==> src/rxad_cfg.svh <==
// Register map, field positions, reset values and command codes of the rx mode / antenna driver block
`ifndef RXAD_CFG_SVH
`define RXAD_CFG_SVH
// Byte addresses on the register bus
`define RXAD_ADDR_CMD       8'h04
`define RXAD_ADDR_RX_MODE   8'h10
`define RXAD_ADDR_DRV_CTL   8'h14
`define RXAD_ADDR_RX_AUX    8'h18
`define RXAD_ADDR_STATUS    8'h1c
// Reset values
`define RXAD_DRV_CTL_RST    8'h80
`define RXAD_RX_MODE_RST    8'h00
`define RXAD_RX_AUX_RST     8'h00
// Receive mode fields
`define RXAD_RM_CRC         7
`define RXAD_RM_RATE_HI     6
`define RXAD_RM_RATE_LO     4
`define RXAD_RM_IGNORE      3
`define RXAD_RM_MULTI       2
`define RXAD_RM_FMT_HI      1
// Driver control fields (inversion bits sit at base plus driver index)
`define RXAD_DC_INV_ON      6
`define RXAD_DC_INV_OFF     4
`define RXAD_DC_CW          3
`define RXAD_DC_GUARD       2
// Rate codes and short frame limit
`define RXAD_RATE_424       3'h2
`define RXAD_RATE_3392      3'h5
`define RXAD_SHORT_BITS     8'h04
// Command codes
`define RXAD_CMD_RECEIVE    4'h8
`define RXAD_CMD_TRANSCEIVE 4'hc
`endif

==> src/rxad_pkg.sv <==
// Types shared by the rx mode / antenna driver block
package rxad_pkg;
  // Expected framing of received data
  typedef enum logic [1:0] {
    RXAD_FMT_A_106   = 2'h0,
    RXAD_FMT_ACTIVE  = 2'h1,
    RXAD_FMT_PASSIVE = 2'h2,
    RXAD_FMT_B       = 2'h3
  } rxad_fmt_t;
  // Receiver activity
  typedef enum logic {RXAD_RX_IDLE, RXAD_RX_LISTEN} rxad_rx_state_t;
endpackage

==> src/rxad_rx_if.sv <==
// Carrier between the register bank and the receive sequencer
interface rxad_rx_if;
  logic                 multi;      // Multi-frame receive
  logic                 ignore;     // Ignore short frames
  logic                 sof_req;    // Start of frame required
  rxad_pkg::rxad_fmt_t  fmt;        // Expected framing
  logic                 start;      // Arm receiver pulse
  logic                 stop;       // End reception pulse
  logic                 active;     // Receiver listening
  logic                 frame_done; // Valid frame pulse
  logic                 discard;    // Short frame dropped pulse
  logic                 push;       // Error byte push pulse
  logic [7:0]           push_data;  // Error byte
  logic [7:0]           last_count; // Bits of last stream
  modport ctrl (output multi, ignore, sof_req, fmt, start, stop,
                input active, frame_done, discard, push, push_data, last_count);
  modport rx   (input multi, ignore, sof_req, fmt, start, stop,
                output active, frame_done, discard, push, push_data, last_count);
endinterface

==> src/rxad_rx_ctrl.sv <==
// Receive sequencer: short frame filter, single/multi frame end, error byte append in multi mode
`include "rxad_cfg.svh"
module rxad_rx_ctrl (
  input  wire logic  aclk,
  input  wire logic  aresetn,
  rxad_rx_if.rx      rx,
  input  wire logic  rx_bit_valid,
  input  wire logic  rx_frame_end,
  input  wire logic [7:0] error_reg_in
);
  rxad_pkg::rxad_rx_state_t state_r;   // Listening or idle
  logic [7:0]               cnt_r;     // Bits of current stream
  logic                     short_s;   // Stream too short
  logic                     drop_s;    // Short stream to be ignored

  // Short stream test; type B needs start of frame as well
  always_comb begin
    short_s = (cnt_r < `RXAD_SHORT_BITS);
    drop_s  = short_s && rx.ignore && ((rx.fmt != rxad_pkg::RXAD_FMT_B) || rx.sof_req);
  end

  // Receiver state
  always_ff @(posedge aclk) begin
    if (!aresetn) begin
      state_r <= rxad_pkg::RXAD_RX_IDLE;
    end else begin
      unique case (state_r)
        rxad_pkg::RXAD_RX_IDLE: begin
          if (rx.start) begin
            state_r <= rxad_pkg::RXAD_RX_LISTEN;
          end
        end
        rxad_pkg::RXAD_RX_LISTEN: begin
          if (rx.stop && !rx.start) begin
            state_r <= rxad_pkg::RXAD_RX_IDLE;
          end else if (rx_frame_end && !drop_s && !rx.multi) begin
            state_r <= rxad_pkg::RXAD_RX_IDLE;
          end
        end
      endcase
    end
  end

  // Bit counter, cleared at every stream end and when idle
  always_ff @(posedge aclk) begin
    if (!aresetn) begin
      cnt_r <= 8'h00;
    end else if (state_r == rxad_pkg::RXAD_RX_IDLE || rx_frame_end) begin
      cnt_r <= 8'h00;
    end else if (rx_bit_valid && cnt_r != 8'hff) begin
      cnt_r <= cnt_r + 8'h01;
    end
  end

  // Stream end pulses and error byte
  always_ff @(posedge aclk) begin
    if (!aresetn) begin
      rx.frame_done <= 1'b0;
      rx.discard    <= 1'b0;
      rx.push       <= 1'b0;
      rx.push_data  <= 8'h00;
      rx.last_count <= 8'h00;
    end else begin
      rx.frame_done <= 1'b0;
      rx.discard    <= 1'b0;
      rx.push       <= 1'b0;
      if (state_r == rxad_pkg::RXAD_RX_LISTEN && rx_frame_end && !rx.stop) begin
        rx.last_count <= cnt_r;
        rx.discard    <= drop_s;
        rx.frame_done <= !drop_s;
        if (!drop_s && rx.multi) begin
          rx.push      <= 1'b1;
          rx.push_data <= error_reg_in;
        end
      end
    end
  end

  assign rx.active = (state_r == rxad_pkg::RXAD_RX_LISTEN);
endmodule // rxad_rx_ctrl

==> src/rxad_top.sv <==
// Rx mode and antenna driver control block with AXI4-Lite register slave
`include "rxad_cfg.svh"
module rxad_top (
  input  wire logic        aclk,
  input  wire logic        aresetn,
  // AXI4-Lite write address
  input  wire logic        s_axi_awvalid,
  output logic             s_axi_awready,
  input  wire logic [7:0]  s_axi_awaddr,
  input  wire logic [2:0]  s_axi_awprot,
  // AXI4-Lite write data
  input  wire logic        s_axi_wvalid,
  output logic             s_axi_wready,
  input  wire logic [31:0] s_axi_wdata,
  input  wire logic [3:0]  s_axi_wstrb,
  // AXI4-Lite write response
  output logic             s_axi_bvalid,
  input  wire logic        s_axi_bready,
  output logic [1:0]       s_axi_bresp,
  // AXI4-Lite read address
  input  wire logic        s_axi_arvalid,
  output logic             s_axi_arready,
  input  wire logic [7:0]  s_axi_araddr,
  input  wire logic [2:0]  s_axi_arprot,
  // AXI4-Lite read data
  output logic             s_axi_rvalid,
  input  wire logic        s_axi_rready,
  output logic [31:0]      s_axi_rdata,
  output logic [1:0]       s_axi_rresp,
  // Analog and receive side
  input  wire logic        carrier_in,
  input  wire logic        tx_data_in,
  input  wire logic        ext_field_detected,
  input  wire logic        rx_bit_valid,
  input  wire logic        rx_frame_end,
  input  wire logic [7:0]  error_reg_in,
  output logic             antenna_out_1,
  output logic             antenna_out_2,
  output logic             rx_active,
  output logic             rx_frame_done,
  output logic             rx_short_discard,
  output logic             fifo_push,
  output logic [7:0]       fifo_data,
  output logic [2:0]       rx_bit_rate,
  output logic             rx_crc_check_on,
  output logic [1:0]       rx_frame_format,
  output logic             rx_coding_active424
);

  ////////////////////////////////////////////////////////////////////////////
  // Declarations
  ////////////////////////////////////////////////////////////////////////////
  localparam logic [1:0] RESP_OKAY   = 2'h0;  // Mapped access
  localparam logic [1:0] RESP_SLVERR = 2'h2;  // Unmapped access

  rxad_rx_if           rxi ();                // Link to receive sequencer
  logic [7:0]          rx_mode_r;             // Receive mode register
  logic [7:0]          drv_ctl_r;             // Driver control, guard bit kept apart
  logic [7:0]          rx_aux_r;              // Start-of-frame requirement
  logic [3:0]          cmd_r;                 // Last command written
  logic                aw_hold_r;             // Write address captured
  logic [7:0]          awaddr_r;              // Captured write address
  logic                w_hold_r;              // Write data captured
  logic [31:0]         wdata_r;               // Captured write data
  logic [3:0]          wstrb_r;               // Captured strobes
  logic                bvalid_r;              // Write response pending
  logic [1:0]          bresp_r;               // Write response code
  logic                rvalid_r;              // Read data pending
  logic [31:0]         rdata_r;               // Read data
  logic [1:0]          rresp_r;               // Read response code
  logic                do_write;              // Both halves present
  logic                wr_lane0;              // Low byte strobed
  logic                wr_mode;               // Write hits rx mode
  logic                wr_ctl;                // Write hits driver control
  logic                wr_aux;                // Write hits aux register
  logic                wr_cmd;                // Write hits command
  logic                wr_hit;                // Write address mapped
  logic [7:0]          ctl_nxt;               // Driver control after write
  logic                guard_nxt;             // Guard after write
  logic [31:0]         rd_val;                // Read mux result
  logic                rd_hit;                // Read address mapped
  logic [1:0]          ant_r;                 // Antenna output flops
  logic [1:0]          ant_nxt;               // Antenna next values

  ////////////////////////////////////////////////////////////////////////////
  // AXI4-Lite write channel
  ////////////////////////////////////////////////////////////////////////////
  // Each half is accepted once and held; a new write waits for the response
  assign s_axi_awready = !aw_hold_r && !bvalid_r;
  assign s_axi_wready  = !w_hold_r && !bvalid_r;
  assign do_write      = aw_hold_r && w_hold_r && !bvalid_r;
  assign wr_lane0      = wstrb_r[0];

  // Address capture
  always_ff @(posedge aclk) begin
    if (!aresetn) begin
      aw_hold_r <= 1'b0;
      awaddr_r  <= 8'h00;
    end else if (s_axi_awvalid && s_axi_awready) begin
      aw_hold_r <= 1'b1;
      awaddr_r  <= s_axi_awaddr;
    end else if (do_write) begin
      aw_hold_r <= 1'b0;
    end
  end

  // Data capture
  always_ff @(posedge aclk) begin
    if (!aresetn) begin
      w_hold_r <= 1'b0;
      wdata_r  <= 32'h00000000;
      wstrb_r  <= 4'h0;
    end else if (s_axi_wvalid && s_axi_wready) begin
      w_hold_r <= 1'b1;
      wdata_r  <= s_axi_wdata;
      wstrb_r  <= s_axi_wstrb;
    end else if (do_write) begin
      w_hold_r <= 1'b0;
    end
  end

  // Address decode of the held write; upper address bits must be zero too
  always_comb begin
    wr_mode = (awaddr_r[7:2] == `RXAD_ADDR_RX_MODE >> 2);
    wr_ctl  = (awaddr_r[7:2] == `RXAD_ADDR_DRV_CTL >> 2);
    wr_aux  = (awaddr_r[7:2] == `RXAD_ADDR_RX_AUX >> 2);
    wr_cmd  = (awaddr_r[7:2] == `RXAD_ADDR_CMD >> 2);
    wr_hit  = wr_mode || wr_ctl || wr_aux || wr_cmd ||
              (awaddr_r[7:2] == `RXAD_ADDR_STATUS >> 2);
  end

  // Write response; status is read-only but the write is answered OKAY
  always_ff @(posedge aclk) begin
    if (!aresetn) begin
      bvalid_r <= 1'b0;
      bresp_r  <= RESP_OKAY;
    end else if (do_write) begin
      bvalid_r <= 1'b1;
      bresp_r  <= wr_hit ? RESP_OKAY : RESP_SLVERR;
    end else if (s_axi_bready) begin
      bvalid_r <= 1'b0;
    end
  end

  assign s_axi_bvalid = bvalid_r;
  assign s_axi_bresp  = bresp_r;

  ////////////////////////////////////////////////////////////////////////////
  // Registers
  ////////////////////////////////////////////////////////////////////////////
  // Receive mode register; reserved rate codes are stored as written
  always_ff @(posedge aclk) begin
    if (!aresetn) begin
      rx_mode_r <= `RXAD_RX_MODE_RST;
    end else if (do_write && wr_mode && wr_lane0) begin
      rx_mode_r <= wdata_r[7:0];
    end
  end

  // Aux register holding the start-of-frame requirement in bit 0
  always_ff @(posedge aclk) begin
    if (!aresetn) begin
      rx_aux_r <= `RXAD_RX_AUX_RST;
    end else if (do_write && wr_aux && wr_lane0) begin
      rx_aux_r <= {7'h00, wdata_r[0]};
    end
  end

  // Driver control next value. The guard of this very write counts, so
  // one write can both arm the guard and be refused its enables.
  always_comb begin
    guard_nxt = wdata_r[`RXAD_DC_GUARD];
    ctl_nxt   = {wdata_r[7:3], 1'b0, wdata_r[1:0]};
    if (guard_nxt && ext_field_detected) begin
      ctl_nxt[1:0] = wdata_r[1:0] & drv_ctl_r[1:0];
    end
  end

  // Driver control register; the guard acts only within its own write
  always_ff @(posedge aclk) begin
    if (!aresetn) begin
      drv_ctl_r <= `RXAD_DRV_CTL_RST;
    end else if (do_write && wr_ctl && wr_lane0) begin
      drv_ctl_r <= ctl_nxt;
    end
  end

  // Command register; only the code is kept, its execution lives elsewhere
  always_ff @(posedge aclk) begin
    if (!aresetn) begin
      cmd_r <= 4'h0;
    end else if (do_write && wr_cmd && wr_lane0) begin
      cmd_r <= wdata_r[3:0];
    end
  end

  ////////////////////////////////////////////////////////////////////////////
  // Receive sequencer hookup
  ////////////////////////////////////////////////////////////////////////////
  assign rxi.multi   = rx_mode_r[`RXAD_RM_MULTI];
  assign rxi.ignore  = rx_mode_r[`RXAD_RM_IGNORE];
  assign rxi.sof_req = rx_aux_r[0];
  assign rxi.fmt     = rxad_pkg::rxad_fmt_t'(rx_mode_r[`RXAD_RM_FMT_HI:0]);

  // Receive and transceive both arm the receiver
  assign rxi.start = do_write && wr_cmd && wr_lane0 &&
                     (wdata_r[3:0] == `RXAD_CMD_RECEIVE ||
                      wdata_r[3:0] == `RXAD_CMD_TRANSCEIVE);

  // other command or cleared multi bit
  assign rxi.stop = (do_write && wr_cmd && wr_lane0 &&
                     wdata_r[3:0] != `RXAD_CMD_RECEIVE) ||
                    (do_write && wr_mode && wr_lane0 &&
                     rx_mode_r[`RXAD_RM_MULTI] && !wdata_r[`RXAD_RM_MULTI]);

  rxad_rx_ctrl u_rx (
    .aclk         (aclk),
    .aresetn      (aresetn),
    .rx           (rxi),
    .rx_bit_valid (rx_bit_valid),
    .rx_frame_end (rx_frame_end),
    .error_reg_in (error_reg_in)
  );

  assign rx_active        = rxi.active;
  assign rx_frame_done    = rxi.frame_done;
  assign rx_short_discard = rxi.discard;
  assign fifo_push        = rxi.push;
  assign fifo_data        = rxi.push_data;

  ////////////////////////////////////////////////////////////////////////////
  // Receive configuration outputs
  ////////////////////////////////////////////////////////////////////////////
  // rate to decoder
  assign rx_bit_rate     = rx_mode_r[`RXAD_RM_RATE_HI:`RXAD_RM_RATE_LO];
  assign rx_crc_check_on = rx_mode_r[`RXAD_RM_CRC];
  assign rx_frame_format = rx_mode_r[`RXAD_RM_FMT_HI:0];

  assign rx_coding_active424 = (rx_bit_rate > `RXAD_RATE_424) &&
                               (rx_bit_rate <= `RXAD_RATE_3392);

  ////////////////////////////////////////////////////////////////////////////
  // Antenna drivers
  ////////////////////////////////////////////////////////////////////////////
  // Enabled output carries the carrier gated by transmit data, or the plain carrier on driver 2 with CW set; disabled
  // output rests low. Inversion applies after gating, so an inverted
  // disabled driver rests high. Outputs are registered, which adds one
  // cycle but keeps glitches off the pins.
  for (genvar d = 0; d < 2; d++) begin : g_drv
    logic en_s;     // Driver enabled
    logic cw_s;     // Unmodulated carrier wanted
    logic wave_s;   // Output before inversion
    always_comb begin
      en_s = drv_ctl_r[d];
      cw_s = (d == 1) && drv_ctl_r[`RXAD_DC_CW];
      if (en_s) begin
        wave_s = carrier_in && (cw_s || tx_data_in);
        ant_nxt[d] = wave_s ^ drv_ctl_r[`RXAD_DC_INV_ON + d];
      end else begin
        wave_s = 1'b0;
        ant_nxt[d] = wave_s ^ drv_ctl_r[`RXAD_DC_INV_OFF + d];
      end
    end
  end

  // Antenna output flops
  always_ff @(posedge aclk) begin
    if (!aresetn) begin
      ant_r <= 2'h0;
    end else begin
      ant_r <= ant_nxt;
    end
  end

  assign antenna_out_1 = ant_r[0];
  assign antenna_out_2 = ant_r[1];

  ////////////////////////////////////////////////////////////////////////////
  // AXI4-Lite read channel
  ////////////////////////////////////////////////////////////////////////////
  // Read mux; the guard bit is write-only and reads as zero
  always_comb begin
    rd_val = 32'h00000000;
    rd_hit = 1'b1;
    unique case (s_axi_araddr[7:2])
      `RXAD_ADDR_CMD >> 2:     rd_val = {28'h0000000, cmd_r};
      `RXAD_ADDR_RX_MODE >> 2: rd_val = {24'h000000, rx_mode_r};
      `RXAD_ADDR_DRV_CTL >> 2: rd_val = {24'h000000, drv_ctl_r};
      `RXAD_ADDR_RX_AUX >> 2:  rd_val = {24'h000000, rx_aux_r};
      `RXAD_ADDR_STATUS >> 2:  rd_val = {16'h0000, rxi.last_count, 7'h00, rxi.active};
      default:                 rd_hit = 1'b0;
    endcase
  end

  assign s_axi_arready = !rvalid_r;

  // Read data is captured with the address, one cycle of latency
  always_ff @(posedge aclk) begin
    if (!aresetn) begin
      rvalid_r <= 1'b0;
      rdata_r  <= 32'h00000000;
      rresp_r  <= RESP_OKAY;
    end else if (s_axi_arvalid && s_axi_arready) begin
      rvalid_r <= 1'b1;
      rdata_r  <= rd_val;
      rresp_r  <= rd_hit ? RESP_OKAY : RESP_SLVERR;
    end else if (s_axi_rready) begin
      rvalid_r <= 1'b0;
    end
  end

  assign s_axi_rvalid = rvalid_r;
  assign s_axi_rdata  = rdata_r;
  assign s_axi_rresp  = rresp_r;

endmodule // rxad_top

==> config.mk <==
export PLATFORM = sky130hd
export DESIGN_NAME = rxad_top
export DESIGN_NICKNAME = d
export VERILOG_FILES = /design/src/rxad_pkg.sv /design/src/rxad_rx_if.sv /design/src/rxad_rx_ctrl.sv /design/src/rxad_top.sv
export VERILOG_INCLUDE_DIRS = /design/src
export SDC_FILE = /design/constraint.sdc
export NUM_CORES = 1
export LEC_CHECK = 0
export BUFFER_PORTS_ARGS = -buffer_cell sky130_fd_sc_hd__buf_2
export CAP_MARGIN = 20
export CORE_AREA = 5 5 99 101
export DETAILED_ROUTE_END_ITERATION = 8
export DIE_AREA = 0 0 104 106
export GPL_TIMING_DRIVEN = 0
export PLACE_DENSITY = 0.8
export SLEW_MARGIN = 30
export SYNTH_ARGS = -nofsm -noshare
export SYNTH_HDL_FRONTEND = slang
export SYNTH_SLANG_ARGS = --single-unit
==> constraint.sdc <==
create_clock -name aclk -period 4.75 [get_ports aclk]
set_input_delay 0.2375 -clock aclk [delete_from_list [all_inputs] [get_ports aclk]]
set_output_delay 0.2375 -clock aclk [all_outputs]
set_load 0.02 [all_outputs]
==> key figures <==
Critical path
  • Worst Setup End Kind: flop
  • Crit path buf inv count: 0
  • R2r setup slk: 2920 ps
  • Critical path arrival: 2130 ps
  • CP required: 5050 ps
  • R2r endpoint: u_rx.rx.active
  • Startpoint Class: flop
  • Slowest stage cell on the critical path: or4b_1
  • Max FO, Critical Path: 5
  • Slowest stage delay, CP: 570 ps
  • R2R Path Start: awaddr_r[5]
  • Crit-path cells: nor3_1, nand3_2, or4b_1, a21oi_2
  • Delay-heaviest family, CP: simple AND/OR/NAND/NOR gates
  • Worst Setup Path Type: reg2reg
  • Number of cells on the worst reg-to-reg path: 4

Timing
  • Fin. Hold Viols: 0
  • Worst-Margin Slew: 583.7 ps
  • Slew margin rel.: 60.76%
  • Tmin final: 1827 ps
  • Final setup viols: 0
  • Achievable frequency: 547.2 MHz
  • RSZ-0062 raised after global routing: false
  • Period Utilization, post-route: 38.47%
  • Slew Viols, Final: 0
  • Setup_tns: 0 ps
  • Clk_skew: 8.625 ps

GRT
  • Pin count of the biggest net entering global routing: 17
  • Wire length of the first global-routing pass: 15100 um
  • Gr ovfl total: 0
  • Initial antenna violation count: 0
  • Vias in the first global route: 3176
  • Total track usage: 16.71%

Floorplanning
  • Num rows: 35
  • CORE AREA: 8934 sq um
  • Die Wd: 104 um
  • Initial core utilization: 43.08%
  • Die area: 11020 sq um
  • Die H: 106 um
  • # IOs: 140

Final layout
  • Antenna Cells: 0
  • Final Instance Area: 4641 sq um
  • # fillers: 862
  • Final #Nets: 590
  • Non-Filler Instances: 627
  • Fin util: 51.95%
  • Multi-input logic area: 1932 sq um
  • Sequential cell area: 1742 sq um
  • Area growth, synth to finish: 20.58%
  • Layout cell share with drive strength beyond 1: 26.16%

Hold path
  • Hold Path Class: in2reg
  • Hold EP: u_rx.rx.push_data[0]
  • Hold Startpoint: error_reg_in[0]
  • Hold-critical path depth: 3

Route
  • DRT iter0 DRCs: 220
  • Post-route ant nets: 0
  • Via total after detailed routing: 3142
  • Drt total wl: 9102 um
  • Avg WL per Cell: 14.52 um
  • Residual DRC count: 0
  • Vias per Instance: 5.011
  • TritonRoute pass-1 iters: 5

Power
  • Psw: 0.0003713 W
  • Peak supply drop: 127.9 uV
  • PD cells: 293.6 nW/um^2
  • Reg power frac: 55.6%
  • Int Power: 0.0009910 W
  • Net Sw Frac: 27.26%
  • Clock power frac: 35.0%
  • Comb power frac: 9.4%
  • Leak: 2.069 nW

Yosys
  • Post-Syn Area per Cell: 9.598 sq um
  • Seq cells post-synth: 87
  • Synthesized cell area: 3849 sq um
  • Synthesis Warnings: 0
  • Syn Inst Count: 401
  • Leading area contributor after synthesis: dfxtp_1
  • Synth top area share: 45.25%
  • EDFF count, synth: 0
  • Register area share after synthesis: 45.25%
  • Netlist cell types: 57
  • Synth Flop Type: dfxtp_1
  • Fraction of registers with async set or reset after synthesis: 0%
  • Most frequent cell after synthesis: dfxtp_1
  • Synth top cells by count: dfxtp_1, nand2_1, mux2i_1, nor2b_1, buf_4
  • Synth top area cells: dfxtp_1, mux2i_1, nand2_1

Outcome
  • Status: finished clean

CTS
  • CTS Buf Count: 9
  • H-tree levels: 3
  • Clock Tree Root: clkbuf_8
  • Clock Tree Buf Depth: 2
  • CTS tree: built
  • Total setup buffers inserted after CTS: 0
  • Post-CTS sizing: 0
  • CTS clock-pin slew for the worst setup and hold paths: 90 ps
  • Worst-Skew Late Latency: 370 ps
  • CTS Sinks: 87
  • Post-CTS Hold Buffers: 0

Place
  • Area after DPL: 4462 sq um
  • Port bufs: 82
  • GP Congestion: 0.8431
  • Post-DP HPWL: 6878 um
  • Placed Instances: 611

Run
  • Max_cap viols: 0
metrics by stage:
stage	power, W	setup WS, ps	hold slack (ps)
finish	0.001362	2923	113.0
global route	0.001417	2819	107.0
global placement	0.0008973	2877	433.4
CTS	0.001373	2937	105.9
floorplan	0.0008574	3105	375.3
detailed placement	0.0009016	2764	437.3
power groups by stage:
stage / Sequential, W / Clock, W / Combinational, W
CTS: 0.000757 / 0.000488 / 0.000128
detailed placement: 0.000774 / 0 / 0.000127
global route: 0.000760 / 0.000517 / 0.000140
finish: 0.000757 / 0.000477 / 0.000128
global placement: 0.000773 / 0 / 0.000124
floorplan: 0.000773 / 0 / 0.0000841
layout by cell type, fill, tap and decap left out, types with 3 or more instances in the layout:
cell type	count
clkbuf_8	9
inv_1	4
and3_1	5
xor2_1	4
nor3_1	3
conb_1	18
nor2b_1	36
o21ai_0	10
clkbuf_1	15
nand2b_1	4
inv_6	3
buf_2	83
and2_1	5
buf_4	18
dfxtp_1	87
nor4b_1	3
mux2i_1	46
nand3_1	4
nand2_1	69
nand3b_1	3
a22oi_1	10
o211a_1	4
a21boi_0	11
nor2_1	9
a21oi_1	5
worst max path at each step:
stage                             from                    to  cells after the start  slack (ps)
after global routing       awaddr_r[5]        u_rx.rx.active                      4        2820
after detailed placement       aresetn        u_rx.rx.active                      5        2760
after global placement         aresetn        u_rx.rx.active                      5        2880
after CTS                   wdata_r[2]  u_rx.rx.push_data[7]                      5        2940
after floorplan           s_axi_bvalid        u_rx.rx.active                      5        3110
final                      awaddr_r[5]        u_rx.rx.active                      4        2920
cell type report:
type | instances | area share (%)
Buffer | 37 | 4.826
Clock inverter | 7 | 1.186
Timing Repair Buffer | 82 | 8.843
Tap cell | 111 | 2.993
Sequential cell | 87 | 37.53
Clock buffer | 9 | 2.669
Multi-Input combinational cell | 290 | 41.63
Inverter | 4 | 0.3235
per-layer routing:
metal	GRT usage (%)	routed length, um
met1	20.49	3986
met2	28.05	4325
met3	5.039	623
met4	5.458	166
met5	0	0
worst min-delay path: stages:
cell     delay, ps
buf_2          100
nand2_1         40
mux2i_1         60
flip-flops by register name, indices dropped and copies added (netlist names), 2 cells and up:
signal and cells:
cmd_r 4, u_rx.rx.last_count 8, rx_mode_r 8, drv_ctl_r 7
ant_r 2, awaddr_r 6, u_rx.rx.push_data 8, s_axi_rdata 16
u_rx.cnt_r 8, wdata_r 8
kinds of logic (layout without fill, tap and decap cells):
logic type               count (synthesis)  in the layout  synth area share (%)
AND/OR/NAND/NOR                        159            159                 22.79
flip-flops                              87             87                 45.25
AO/OA/AOI/OAI                           57             57                 10.83
multiplexers                            49             49                 13.13
buffers and inverters                   41            139                 6.209
XOR/XNOR                                 6              6                 1.365
adder cells (fa/ha/maj)                  1              1                0.3250
other                                    1             18               0.09744
Note: power is estimated with default switching activity, not from simulation.
